**src/hw/rcaws_map.vh**
```
// register offsets, field positions and timing constants for the rtc support block
`ifndef RCAWS_MAP_VH
`define RCAWS_MAP_VH
`define RCAWS_ADDR_CTRL 8'h08
`define RCAWS_ADDR_WDOG 8'h09
`define RCAWS_ADDR_ALMON 8'h0a
`define RCAWS_ADDR_ALDATE 8'h0b
`define RCAWS_ADDR_ALHOUR 8'h0c
`define RCAWS_ADDR_ALMIN 8'h0d
`define RCAWS_ADDR_ALSEC 8'h0e
`define RCAWS_ADDR_FLAGS 8'h0f
`define RCAWS_ADDR_SQW 8'h13
`define RCAWS_CTRL_OUT 7
`define RCAWS_CTRL_FT 6
`define RCAWS_CTRL_SIGN 5
`define RCAWS_WD_STEER 7
`define RCAWS_AL_AFE 7
`define RCAWS_AL_SQUARE_OUT_ENABLE 6
`define RCAWS_AL_ABE 5
`define RCAWS_FL_WDF 7
`define RCAWS_FL_AF 6
`define RCAWS_FL_BL 4
`define RCAWS_CTRL_RST 8'h80
`define RCAWS_ZERO8 8'h00
`define RCAWS_REP_SEC 5'h1f
`define RCAWS_REP_MIN 5'h1e
`define RCAWS_REP_HOUR 5'h1c
`define RCAWS_REP_DAY 5'h18
`define RCAWS_REP_MON 5'h10
`define RCAWS_REP_YEAR 5'h00
`define RCAWS_OSC_HZ 32768
`define RCAWS_DIV_TOP 15'h7fff
`define RCAWS_SEC_CYC 16'h8000
`define RCAWS_NEG_ADJ 16'h0080
`define RCAWS_POS_ADJ 16'h0100
`define RCAWS_CAL_MINS 6'h3f
`define RCAWS_CAL_LAST 6'h3e
`define RCAWS_MIN_SECS 6'h3b
`define RCAWS_FT_BIT 5
`define RCAWS_TREC_LONG_MS 97
`define RCAWS_TREC_DEF_MS 120
`define RCAWS_TREC_SHORT_US 1000
`define RCAWS_TICKS_16TH 16'h0800
`endif

```
**src/hw/rcaws_top.v**
```verilog
// rtc calibration, frequency test, alarm, watchdog and square-wave support block
// Functional notes
// - calibration adds or removes counts at the divide-by-256 divider stage
// - calibration magnitude is bits 4..0; bit 5 set means speed up
// - 64-minute cycle; affected minute changes one second by +128 or -256 cycles
// - magnitude n modifies only the first 2n minutes of each cycle
// - shared pin toggles at 512 hz under the frequency test conditions
// - five repeat bits choose second, minute, hour, day, month or year match
// - undefined repeat patterns behave as once per second
// - match sets alarm_flag and asserts the shared pin if enabled
// - pointer resting on flags register holds off alarm flag and interrupt
// - flags read releases alarm interrupt; second read shows flag cleared
// - in backup, alarm drives pin only with both backup and irq enables
// - power-up clears backup and irq enables; alarm then only sets flag
// - timeout is multiplier times resolution of 1/16, 1/4, 1 or 4 s
// - missed restart sets watchdog_flag and raises interrupt or reset
// - steering 0 asserts shared pin; steering 1 pulses reset for recovery time
// - reset-steered timeout clears watchdog register and enable bits
// - either kick_input edge or watchdog register write restarts count
// - host writes zero to watchdog register to release pin and disable it
// - flags read clears watchdog_flag in bit 7 of register 0fh
// - interrupt-steered watchdog owns the pin and suppresses frequency test
// - rate code 0 is off, 1 is 16.384 khz, each code halves to 1 hz
// - square output only while square_out_enable set; rate kept when cleared
// - with test, alarm irq and watchdog all clear, pin follows out_level
// - recovery time depends on recovery_select and oscillator_halt
`include "rcaws_map.vh"
`timescale 1ns/100ps
`default_nettype none
module rcaws_top #(
    parameter integer CLK_HZ = 100000000,
    parameter integer TREC_LONG_CYC = 9700000,
    parameter integer TREC_DEF_CYC = 12000000,
    parameter integer TREC_SHORT_CYC = 100000
) (
    input wire mclk,
    input wire rst,
    input wire osc_tick,
    input wire reg_wr,
    input wire reg_rd,
    input wire [7:0] reg_addr,
    input wire [7:0] reg_wdata,
    input wire [7:0] ptr_addr,
    input wire oscillator_halt,
    input wire recovery_select,
    input wire battery_backup,
    input wire battery_low_flag,
    input wire kick_input,
    input wire [4:0] time_month,
    input wire [5:0] time_date,
    input wire [5:0] time_hour,
    input wire [6:0] time_min,
    input wire [6:0] time_sec,
    output reg [7:0] reg_rdata,
    output reg second_tick,
    output reg shared_interrupt_pin_o,
    output reg shared_interrupt_pin_oe_n,
    output reg reset_out_n,
    output reg square_out
);
    // ----------------------------------------
    // register state
    // ----------------------------------------
    reg [7:0] ctrl_q;
    reg [7:0] wdog_q;
    reg [7:0] al_mon_q;
    reg [7:0] al_date_q;
    reg [7:0] al_hour_q;
    reg [7:0] al_min_q;
    reg [7:0] al_sec_q;
    reg [3:0] square_rate_bits_q;
    reg alarm_flag_q;
    reg watchdog_flag_q;
    reg alarm_irq_q;
    reg wd_irq_q;
    reg alarm_pend_q;
    wire freq_test_enable = ctrl_q[`RCAWS_CTRL_FT];
    wire out_level = ctrl_q[`RCAWS_CTRL_OUT];
    wire alarm_irq_enable = al_mon_q[`RCAWS_AL_AFE];
    wire square_out_enable = al_mon_q[`RCAWS_AL_SQUARE_OUT_ENABLE];
    wire alarm_in_backup_enable = al_mon_q[`RCAWS_AL_ABE];
    wire watchdog_to_reset = wdog_q[`RCAWS_WD_STEER];
    wire [4:0] timeout_multiplier = wdog_q[6:2];
    wire [1:0] timeout_resolution = wdog_q[1:0];
    wire [4:0] cal_mag = ctrl_q[4:0];
    wire cal_pos = ctrl_q[`RCAWS_CTRL_SIGN];
    wire [4:0] alarm_repeat_bits = {al_date_q[6], al_date_q[7], al_hour_q[7], al_min_q[7], al_sec_q[7]};
    wire flags_rd = reg_rd && (reg_addr == `RCAWS_ADDR_FLAGS);
    wire wdog_wr = reg_wr && (reg_addr == `RCAWS_ADDR_WDOG);

    // ----------------------------------------
    // calibrated divider chain
    // ----------------------------------------
    reg [15:0] div_q;
    reg [5:0] sec_in_min_q;
    reg [5:0] min_in_cyc_q;
    reg adj_done_q;
    reg [15:0] sec_len;
    wire cal_minute = (min_in_cyc_q < {cal_mag, 1'b0}) && (min_in_cyc_q < `RCAWS_CAL_LAST);
    always @*
    begin
        sec_len = `RCAWS_SEC_CYC;
        if (cal_minute && !adj_done_q && (cal_mag != 5'h00))
        begin
            if (cal_pos)
                sec_len = `RCAWS_SEC_CYC - `RCAWS_POS_ADJ;
            else
                sec_len = `RCAWS_SEC_CYC + `RCAWS_NEG_ADJ;
        end
    end
    always @(posedge mclk or posedge rst)
    begin
        if (rst)
        begin
            div_q <= 16'h0000;
            sec_in_min_q <= 6'h00;
            min_in_cyc_q <= 6'h00;
            adj_done_q <= 1'b0;
            second_tick <= 1'b0;
        end
        else
        begin
            second_tick <= 1'b0;
            if (osc_tick && !oscillator_halt)
            begin
                if (div_q >= sec_len - 16'h0001)
                begin
                    div_q <= 16'h0000;
                    second_tick <= 1'b1;
                    if (cal_minute && (cal_mag != 5'h00))
                        adj_done_q <= 1'b1;
                    if (sec_in_min_q == `RCAWS_MIN_SECS)
                    begin
                        sec_in_min_q <= 6'h00;
                        adj_done_q <= 1'b0;
                        min_in_cyc_q <= (min_in_cyc_q == `RCAWS_CAL_MINS) ? 6'h00 : min_in_cyc_q + 6'h01;
                    end
                    else
                        sec_in_min_q <= sec_in_min_q + 6'h01;
                end
                else
                    div_q <= div_q + 16'h0001;
            end
        end
    end

    // ----------------------------------------
    // uncalibrated prescaler for test and square wave
    // ----------------------------------------
    reg [14:0] pre_q;
    always @(posedge mclk or posedge rst)
    begin
        if (rst)
            pre_q <= 15'h0000;
        else if (osc_tick && !oscillator_halt)
            pre_q <= pre_q + 15'h0001;
    end

    // ----------------------------------------
    // alarm match
    // ----------------------------------------
    reg alarm_match;
    always @*
    begin
        alarm_match = 1'b0;
        case (alarm_repeat_bits)
            `RCAWS_REP_MIN: alarm_match = (time_sec == al_sec_q[6:0]);
            `RCAWS_REP_HOUR: alarm_match = (time_sec == al_sec_q[6:0]) && (time_min == al_min_q[6:0]);
            `RCAWS_REP_DAY: alarm_match = (time_sec == al_sec_q[6:0]) && (time_min == al_min_q[6:0])
                && (time_hour == al_hour_q[5:0]);
            `RCAWS_REP_MON: alarm_match = (time_sec == al_sec_q[6:0]) && (time_min == al_min_q[6:0])
                && (time_hour == al_hour_q[5:0]) && (time_date == al_date_q[5:0]);
            `RCAWS_REP_YEAR: alarm_match = (time_sec == al_sec_q[6:0]) && (time_min == al_min_q[6:0])
                && (time_hour == al_hour_q[5:0]) && (time_date == al_date_q[5:0])
                && (time_month == al_mon_q[4:0]);
            default: alarm_match = 1'b1;
        endcase
    end

    // ----------------------------------------
    // watchdog timer
    // ----------------------------------------
    reg [15:0] tick16_q;
    reg [11:0] wd_cnt_q;
    reg kick_q;
    reg [23:0] trec_q;
    reg [11:0] wd_limit;
    reg [23:0] trec_len;
    wire wd_tick = osc_tick && (tick16_q == `RCAWS_TICKS_16TH - 16'h0001);
    always @*
    begin
        case (timeout_resolution)
            2'b00: wd_limit = {7'h00, timeout_multiplier};
            2'b01: wd_limit = {5'h00, timeout_multiplier, 2'b00};
            2'b10: wd_limit = {3'h0, timeout_multiplier, 4'h0};
            default: wd_limit = {1'b0, timeout_multiplier, 6'h00};
        endcase
        if (recovery_select)
            trec_len = TREC_SHORT_CYC[23:0];
        else if (oscillator_halt)
            trec_len = TREC_DEF_CYC[23:0];
        else
            trec_len = TREC_LONG_CYC[23:0];
    end
    wire wd_armed = (timeout_multiplier != 5'h00);
    wire wd_fire = wd_armed && wd_tick && (wd_cnt_q + 12'h001 >= wd_limit) && !wd_irq_q;

    // ----------------------------------------
    // registers, flags and events
    // ----------------------------------------
    always @(posedge mclk or posedge rst)
    begin
        if (rst)
        begin
            ctrl_q <= `RCAWS_CTRL_RST;
            wdog_q <= `RCAWS_ZERO8;
            al_mon_q <= `RCAWS_ZERO8;
            al_date_q <= `RCAWS_ZERO8;
            al_hour_q <= `RCAWS_ZERO8;
            al_min_q <= `RCAWS_ZERO8;
            al_sec_q <= `RCAWS_ZERO8;
            square_rate_bits_q <= 4'h0;
            alarm_flag_q <= 1'b0;
            watchdog_flag_q <= 1'b0;
            alarm_irq_q <= 1'b0;
            wd_irq_q <= 1'b0;
            alarm_pend_q <= 1'b0;
            tick16_q <= 16'h0000;
            wd_cnt_q <= 12'h000;
            kick_q <= 1'b0;
            trec_q <= 24'h000000;
            reset_out_n <= 1'b1;
            reg_rdata <= `RCAWS_ZERO8;
        end
        else
        begin
            kick_q <= kick_input;
            if (osc_tick)
                tick16_q <= wd_tick ? 16'h0000 : tick16_q + 16'h0001;
            if (reg_wr)
            begin
                if (reg_addr == `RCAWS_ADDR_CTRL)
                    ctrl_q <= reg_wdata;
                else if (reg_addr == `RCAWS_ADDR_WDOG)
                    wdog_q <= reg_wdata;
                else if (reg_addr == `RCAWS_ADDR_ALMON)
                    al_mon_q <= reg_wdata;
                else if (reg_addr == `RCAWS_ADDR_ALDATE)
                    al_date_q <= reg_wdata;
                else if (reg_addr == `RCAWS_ADDR_ALHOUR)
                    al_hour_q <= reg_wdata;
                else if (reg_addr == `RCAWS_ADDR_ALMIN)
                    al_min_q <= reg_wdata;
                else if (reg_addr == `RCAWS_ADDR_ALSEC)
                    al_sec_q <= reg_wdata;
                else if (reg_addr == `RCAWS_ADDR_SQW)
                    square_rate_bits_q <= reg_wdata[7:4];
            end
            if (reg_rd)
            begin
                if (reg_addr == `RCAWS_ADDR_CTRL)
                    reg_rdata <= ctrl_q;
                else if (reg_addr == `RCAWS_ADDR_WDOG)
                    reg_rdata <= wdog_q;
                else if (reg_addr == `RCAWS_ADDR_ALMON)
                    reg_rdata <= al_mon_q;
                else if (reg_addr == `RCAWS_ADDR_ALDATE)
                    reg_rdata <= al_date_q;
                else if (reg_addr == `RCAWS_ADDR_ALHOUR)
                    reg_rdata <= al_hour_q;
                else if (reg_addr == `RCAWS_ADDR_ALMIN)
                    reg_rdata <= al_min_q;
                else if (reg_addr == `RCAWS_ADDR_ALSEC)
                    reg_rdata <= al_sec_q;
                else if (reg_addr == `RCAWS_ADDR_FLAGS)
                    reg_rdata <= {watchdog_flag_q, alarm_flag_q, 1'b0, battery_low_flag, 4'h0};
                else if (reg_addr == `RCAWS_ADDR_SQW)
                    reg_rdata <= {square_rate_bits_q, 4'h0};
                else
                    reg_rdata <= `RCAWS_ZERO8;
            end
            if (flags_rd)
            begin
                alarm_flag_q <= 1'b0;
                alarm_irq_q <= 1'b0;
                watchdog_flag_q <= 1'b0;
            end
            if ((second_tick && alarm_match) || alarm_pend_q)
            begin
                if (ptr_addr == `RCAWS_ADDR_FLAGS)
                    alarm_pend_q <= 1'b1;
                else
                begin
                    alarm_pend_q <= 1'b0;
                    alarm_flag_q <= 1'b1;
                    if (alarm_irq_enable && (!battery_backup || alarm_in_backup_enable))
                        alarm_irq_q <= 1'b1;
                end
            end
            if (wdog_wr || (kick_q != kick_input) || !wd_armed)
                wd_cnt_q <= 12'h000;
            else if (wd_tick && !wd_irq_q)
                wd_cnt_q <= wd_cnt_q + 12'h001;
            if (wdog_wr && (reg_wdata == `RCAWS_ZERO8))
                wd_irq_q <= 1'b0;
            if (wd_fire)
            begin
                watchdog_flag_q <= 1'b1;
                wd_cnt_q <= 12'h000;
                if (watchdog_to_reset)
                begin
                    reset_out_n <= 1'b0;
                    trec_q <= trec_len;
                end
                else
                    wd_irq_q <= 1'b1;
            end
            else if (!reset_out_n)
            begin
                if (trec_q <= 24'h000001)
                begin
                    reset_out_n <= 1'b1;
                    wdog_q <= `RCAWS_ZERO8;
                    ctrl_q[`RCAWS_CTRL_FT] <= 1'b0;
                    al_mon_q[`RCAWS_AL_AFE] <= 1'b0;
                    al_mon_q[`RCAWS_AL_ABE] <= 1'b0;
                    al_mon_q[`RCAWS_AL_SQUARE_OUT_ENABLE] <= 1'b0;
                end
                else
                    trec_q <= trec_q - 24'h000001;
            end
        end
    end

    // ----------------------------------------
    // shared pin and square wave
    // ----------------------------------------
    reg pin_low;
    wire wd_zero = (wdog_q == `RCAWS_ZERO8);
    wire ft_on = !oscillator_halt && freq_test_enable && !alarm_irq_enable && (watchdog_to_reset || wd_zero);
    wire sqw_sel = (square_rate_bits_q == 4'h1) ? pre_q[0] : pre_q[square_rate_bits_q - 4'h1];
    always @*
    begin
        pin_low = alarm_irq_q || wd_irq_q || (ft_on && !pre_q[`RCAWS_FT_BIT])
            || (!freq_test_enable && !alarm_irq_enable && wd_zero && !out_level);
    end
    always @(posedge mclk or posedge rst)
    begin
        if (rst)
        begin
            shared_interrupt_pin_o <= 1'b0;
            shared_interrupt_pin_oe_n <= 1'b1;
            square_out <= 1'b0;
        end
        else
        begin
            shared_interrupt_pin_o <= 1'b0;
            shared_interrupt_pin_oe_n <= !pin_low;
            square_out <= square_out_enable && (square_rate_bits_q != 4'h0) && sqw_sel;
        end
    end
endmodule
`default_nettype wire

```
**config.mk**
```make
export PLATFORM = sky130hd
export DESIGN_NAME = rcaws_top
export DESIGN_NICKNAME = d
export VERILOG_FILES = /design/src/hw/rcaws_top.v
export VERILOG_INCLUDE_DIRS = /design/src /design/src/hw
export SDC_FILE = /design/constraint.sdc
export NUM_CORES = 1
export LEC_CHECK = 0
export BUFFER_PORTS_ARGS = -buffer_cell sky130_fd_sc_hd__buf_2
export CAP_MARGIN = 20
export CORE_ASPECT_RATIO = 0.6
export CORE_MARGIN = 1.5
export CORE_UTILIZATION = 53
export CTS_BUF_LIST = sky130_fd_sc_hd__clkbuf_2
export CTS_CLUSTER_DIAMETER = 80
export CTS_CLUSTER_SIZE = 24
export DETAILED_ROUTE_END_ITERATION = 7
export PLACE_DENSITY = 0.77
export RECOVER_POWER = 50
export SETUP_SLACK_MARGIN = 0.5
export SYNTH_ARGS = -nofsm -noshare
export SYNTH_HDL_FRONTEND = slang
export SYNTH_SLANG_ARGS = --single-unit
export TNS_END_PERCENT = 1
```
**constraint.sdc**
```tcl
create_clock -name mclk -period 12.8 [get_ports mclk]
set_clock_uncertainty 0.1 [all_clocks]
set_input_delay 2.56 -clock mclk [delete_from_list [all_inputs] [get_ports mclk]]
set_output_delay 2.56 -clock mclk [all_outputs]
set_load 0.05 [all_outputs]
```
Word level (Yosys, flattened, before mapping)

Index checks and enable logic that the tools add are counted.

Register bits: 174
Input port bits: 65
Output and inout bits: 13
Word-level logic and storage cells: 215

Add/subtract/negate cells: 9
Magnitude comparators: 6
Equal/unequal tests: 29
Muxes and demuxes: 68
Bitwise operators: 7
Reductions and logical operators: 67

Operators with widths:

| cell                                                                              | count |
|---|---|
| 8-bit 2-to-1 mux                                                                  | 19 |
| 24-bit 2-to-1 mux                                                                 | 5 |
| 8-bit by 4-bit == test with 1-bit output, second input constant                   | 9 |
| 16-bit 2-to-1 mux                                                                 | 4 |
| 12-bit 2-to-1 mux                                                                 | 3 |
| 11-bit one-hot mux with 3 select lines                                            | 1 |
| 16-bit by 1-bit adder with 16-bit output, second input constant                   | 2 |
| 1-bit logical AND                                                                 | 28 |
| 1-bit 2-to-1 mux                                                                  | 26 |
| 24-bit by 1-bit less-or-equal comparator with 1-bit output, second input constant | 1 |
| 24-bit by 1-bit subtractor with 24-bit output, second input constant              | 1 |
| 22-bit 2-to-1 mux                                                                 | 1 |
| 5-bit == test, second input constant                                              | 4 |
| 16-bit by 11-bit == test with 1-bit output, second input constant                 | 1 |
| 16-bit >= comparator                                                              | 1 |
| 8-bit zero test                                                                   | 2 |
| 16-bit by 1-bit subtractor with 16-bit output, second input constant              | 1 |
| 15-bit by 1-bit adder with 15-bit output, second input constant                   | 1 |
| 7-bit == test                                                                     | 2 |
| 7-bit 2-to-1 mux                                                                  | 2 |
| 12-bit by 1-bit adder with 12-bit output, second input constant                   | 1 |
| 6-bit by 1-bit adder with 6-bit output, second input constant                     | 2 |
| 6-bit == test                                                                     | 2 |
| 6-bit == test, second input constant                                              | 2 |
| other kinds (34)                                                                  | 65 |

Logic depth before layout (Yosys ltp)

Depth after elaboration: 10
Mapped depth: 17
Depth with buffers taken out: 16

Least setup slack after synthesis

OpenSTA, ideal clock, no wires.

Kind: input port to flip-flop
Start: in osc_tick
End: reg trec_q[18]
Setup time: 0.104 ns
Data arrival time: 4.264 ns
Required time: 12.596 ns
Path slack: 8.332 ns
Stages: 8
Buffers on the path: 1
Path through: buf_2 and4_1 nand3_1 nor3_1 nand3_1 nor3_1 a211oi_1 a221oi_1

Longest elaborated chain between the ends: 6
Elaborated cells between the ends (all ways): 9
Classes of those cells: 3 x eq/ne; 1 x mux; 5 x reduce/logical

RTL lines:

| what                                                                                | RTL line        | source |
|---|---|---|
| from (decl)                                                                         | rcaws_top.v:38  | `input wire osc_tick,` |
| 1-bit logical AND *                                                                 | rcaws_top.v:189 | `` wire wd_tick = osc_tick && (tick16_q == `RCAWS_TICKS_16TH - 16'h0001); `` |
| 1-bit logical AND * (3 in series)                                                   | rcaws_top.v:206 | `wire wd_fire = wd_armed && wd_tick && (wd_cnt_q + 12'h001 >= wd_limit) && !wd_irq_q;` |
| 2-bit != test (no line) or 2-bit by 1-bit != test with 1-bit output (tied branches) | n/a             |  |
| 3-bit AND reduction (no line)                                                       | n/a             |  |
| to (signal assigned)                                                                | rcaws_top.v:313 | `trec_q <= trec_len;` |
| to (signal assigned)                                                                | rcaws_top.v:330 | `trec_q <= trec_q - 24'h000001;` |
| to (decl)                                                                           | rcaws_top.v:186 | `reg [23:0] trec_q;` |

Mark *: on every way between the ends. The rest lies on a longest branch, timed or not.
A chain may end at the register's enable or synchronous reset.

==> flow_summary.yaml <==
detailed_routing:
  route.detailed.drc: 0
  dr_total_vias: 8228
  routed_wirelength_mm: 26.01
  wl_per_cell_um: 19.32
  via_per_inst: 6.113
  ant_nets: 0
  first_iter_violations: 1120
  drt_pass1_iterations: 6
setup_path:
  worst_path_max_delay_cell: "sky130_fd_sc_hd__clkbuf_1"
  critical_path.cell_chain: "buf_2, clkinvlp_2, clkbuf_1, buf_4"
  critical_path.max_fanout: 63
  critical_path_class: "input port to async pin"
  setup.worst_path.start_class: "input port"
  cp_data_required_time_ns: 13.56
  worstPathBufferInverterCount: 4
  worst_ep_arrival_time_ns: 7.23
  critical_path.endpoint_type: "async pin"
  cpPeakStageDelay_ns: 2.01
  timing.critical_path.max_delay_family: "buffers and inverters"
clocking:
  cts_tree: "built"
  ctsHtreeMaxLevel: 4
  clock_tree_buf_depth: 2
  cts_inserted_buffers: 17
  clk_pin_slew_ns: 0.28
  hold_buffers_post_cts: 0
  cts_setup_buffers: 0
  cts_root_buffer: "sky130_fd_sc_hd__clkbuf_2"
  clkSinkCount: 174
  worst_skew_pair_later_pin_latency_ns: 0.80
  post_cts.resized_instances: 0
global_routing:
  grt_overflow: 0
  grt_antenna_before_repair: 2
  via_count_of_the_first_global_routing_pass: 7532
  grt_pass1_wl_mm: 41.79
  pin_count_of_the_biggest_net_entering_global_routing: 64
  global_route.usage.total: 0.2750
pwr:
  intPower_w: 0.0007386
  leakagePower_nw: 4.939
  power_switching_w: 0.0003446
  power_frac_clock: 0.282
  power.share.combinational: 0.137
  p_sw_frac: 0.3181
  power_frac_seq: 0.581
  max-vdd-ir-drop_v: 0.00006625
  powerDensity_nw_per_um2: 101.0
yosys:
  synth_seq_area_share: 0.4386
  postSynthCellCount: 1032
  synthFlopType: "sky130_fd_sc_hd__dfrtp_1"
  yosys_warnings: 0
  ys_async_sr_fraction: 1.000
  synth-edff-count: 0
  synth_fp_nets: 1131
  synth-seq-cells: 174
  yosysTopAreaCell: "sky130_fd_sc_hd__dfrtp_1"
  most_area_consuming_cells_after_synthesis: "sky130_fd_sc_hd__dfrtp_1, sky130_fd_sc_hd__mux2_2, sky130_fd_sc_hd__xnor2_1"
  yosys.area.top_type_share: 0.4306
  synthesis.area_per_instance_um2: 9.629
  synth.cell_area_um2: 9937
  ys_types: 65
placed_design:
  gp_routability_congestion: 0.9398
  dp_hpwl_mm: 19.24
  place_inst: 1311
  port-buffer-count: 76
timing:
  final.hold.worst_slack_ns: 0.3519
  grt_setup_unrepaired: "no"
  finalWorstPathRequiredPeriod_ns: 6.465
  final_hold_viol_count: 0
  max_slew.worst_pin.slew_ns: 2.776
  setup-violations-final: 0
  timing.setup.tns_ns: 0
  finalMaxSlewViolations: 153
  timing.fmax_mhz: 154.7
  slew_headroom: -0.8606
  post-route-period-util: 0.5051
layout:
  area_growth_pct: 7.933
  nFillCells: 1546
  combined_area_of_the_multi_input_logic_cells_um2: 5298
  final_layout_size_suffix_gt1_frac: 0.1623
  finish.net_count: 1189
  register_area_um2: 4358
  finish.cell_count_without_fillers: 1346
min_path:
  min_path_type: "flip-flop to flip-flop"
run:
  timing.max_cap.violations: 3
floorplan:
  start_util: 0.5457
  floorplan.io_pins: 78
  die_x_um: 179.8
  floorplan.core_area_um2: 18210
  num_rows: 38
  design.die.area_um2: 19610
  chipHeight_um: 109.1
outcome:
  failed_checks: "max-capacitance violations, max-slew violations"
  status: "complete, but fails checks"
## sequential cells by signal (all words and copies together) (netlist names), 12 cells and up
name,count
tick16_q,16
wd_cnt_q,12
div_q,16
trec_q,24
pre_q,15
## cell type report
type | count | share of cell area
inverters | 31 | 0.01097
multi-input cells | 786 | 0.4939
repair buffers | 80 | 0.03710
clock inverters | 14 | 0.01458
diodes | 3 | 0.0007000
flip-flops and latches | 174 | 0.4063
clock buffers | 18 | 0.008399
well taps | 240 | 0.02800
## worst paths after layout
kind / startpoint / to / slack [ns] / depth (start not counted)
worst min-delay path: alarm_irq_q$_DFF_PP0_ / shared_interrupt_pin_oe_n$_DFF_PP1_ / 0.35 / 1
worst max-delay path: rst / ctrl_q[0]$_DFFE_PP0P_ / 6.33 / 4
max in group mclk: reg_addr[1] / wd_cnt_q[6]$_DFFE_PP0P_ / 7.42 / 7
worst min register to register: alarm_irq_q$_DFF_PP0_ / shared_interrupt_pin_oe_n$_DFF_PP1_ / 0.35 / 1
min in group asynchronous: rst / tick16_q[4]$_DFFE_PP0P_ / 2.41 / 2
worst max register to register: ctrl_q[1]$_DFFE_PP0P_ / min_in_cyc_q[5]$_DFFE_PP0P_ / 7.91 / 16
## cells in the final DEF, fill, tap and decap left out, types with 7 or more instances in the layout
cell type,synthesis,routed
sky130_fd_sc_hd__a21oi_1,47,47
sky130_fd_sc_hd__and2_1,7,7
sky130_fd_sc_hd__a31oi_1,11,11
sky130_fd_sc_hd__nand4_1,32,32
sky130_fd_sc_hd__nand2_1,89,89
sky130_fd_sc_hd__clkbuf_2,0,18
sky130_fd_sc_hd__or3_1,9,9
sky130_fd_sc_hd__nor3_1,38,38
sky130_fd_sc_hd__nand3_1,52,52
sky130_fd_sc_hd__dfrtp_1,171,171
sky130_fd_sc_hd__mux2_2,52,52
sky130_fd_sc_hd__inv_1,31,30
sky130_fd_sc_hd__nor2_1,85,85
sky130_fd_sc_hd__xor2_1,34,34
sky130_fd_sc_hd__nand2b_1,12,12
sky130_fd_sc_hd__o21a_1,7,7
sky130_fd_sc_hd__buf_2,5,72
sky130_fd_sc_hd__ha_1,34,34
sky130_fd_sc_hd__nor2b_1,15,15
sky130_fd_sc_hd__o211ai_1,14,14
sky130_fd_sc_hd__nor4_1,10,10
sky130_fd_sc_hd__o21ai_0,47,47
sky130_fd_sc_hd__xnor2_1,54,54
sky130_fd_sc_hd__mux2i_1,31,31
sky130_fd_sc_hd__and3_1,13,13
sky130_fd_sc_hd__o22ai_1,10,10
## synth_stat cells (13+ instances only)
cell type,count
sky130_fd_sc_hd__xnor2_1,54
sky130_fd_sc_hd__xor2_1,34
sky130_fd_sc_hd__nor2b_1,15
sky130_fd_sc_hd__nand2_1,89
sky130_fd_sc_hd__nor3_1,38
sky130_fd_sc_hd__dfrtp_1,171
sky130_fd_sc_hd__clkbuf_1,31
sky130_fd_sc_hd__o211ai_1,14
sky130_fd_sc_hd__a21oi_1,47
sky130_fd_sc_hd__and3_1,13
sky130_fd_sc_hd__ha_1,34
sky130_fd_sc_hd__nor2_1,85
sky130_fd_sc_hd__mux2i_1,31
sky130_fd_sc_hd__nand3_1,52
sky130_fd_sc_hd__o21ai_0,47
sky130_fd_sc_hd__inv_1,31
sky130_fd_sc_hd__nand4_1,32
sky130_fd_sc_hd__mux2_2,52
## per-stage QoR
| stage | worst slack, ns | cell area (µm²) | power [W] | util |
|---|---|---|---|---|
| final | 6.335 | 10730 | 0.001083 | 0.5890 |
| after global placement | 7.548 | 10490 | 0.0007784 | 0.5760 |
| after global routing | 5.376 | 10720 | 0.001136 | 0.5888 |
| after detailed placement | 7.463 | 10490 | 0.0007845 | 0.5760 |
| after floorplan | 5.428 | 9937 | 0.0007318 | - |
| after CTS | 7.954 | 10740 | 0.001087 | 0.5895 |
## power groups by stage
stage,combinational [W],clock (W),sequential (W)
6_report,0.000148,0.000306,0.000629
3_3_place_gp,0.000144,0,0.000635
4_1_cts,0.000148,0.000311,0.000628
2_1_floorplan,0.000100,0,0.000631
5_1_grt,0.000166,0.000335,0.000635
3_5_place_dp,0.000148,0,0.000637
## per-layer routing
layer	GRT usage	vias up	routed length, µm
li1	-	3839	-
met1	0.4337	3962	12830
met2	0.3593	397	10160
met3	0.08116	30	2718
met4	0.06548	0	304
met5	0	-	0
## cell families after synthesis
kind of cell,after synthesis,synth area share
xor gates and xnor gates,88,0.07756
DFF,174,0.4386
and+or+nand+nor,391,0.1962
buffers and inverters,72,0.02820
muxes,87,0.09922
AOI/OAI and AO/OA,185,0.1171
adders and majority gates,34,0.04281
other,1,0.0003774
No activity file was read; power rests on OpenSTA's default activity.
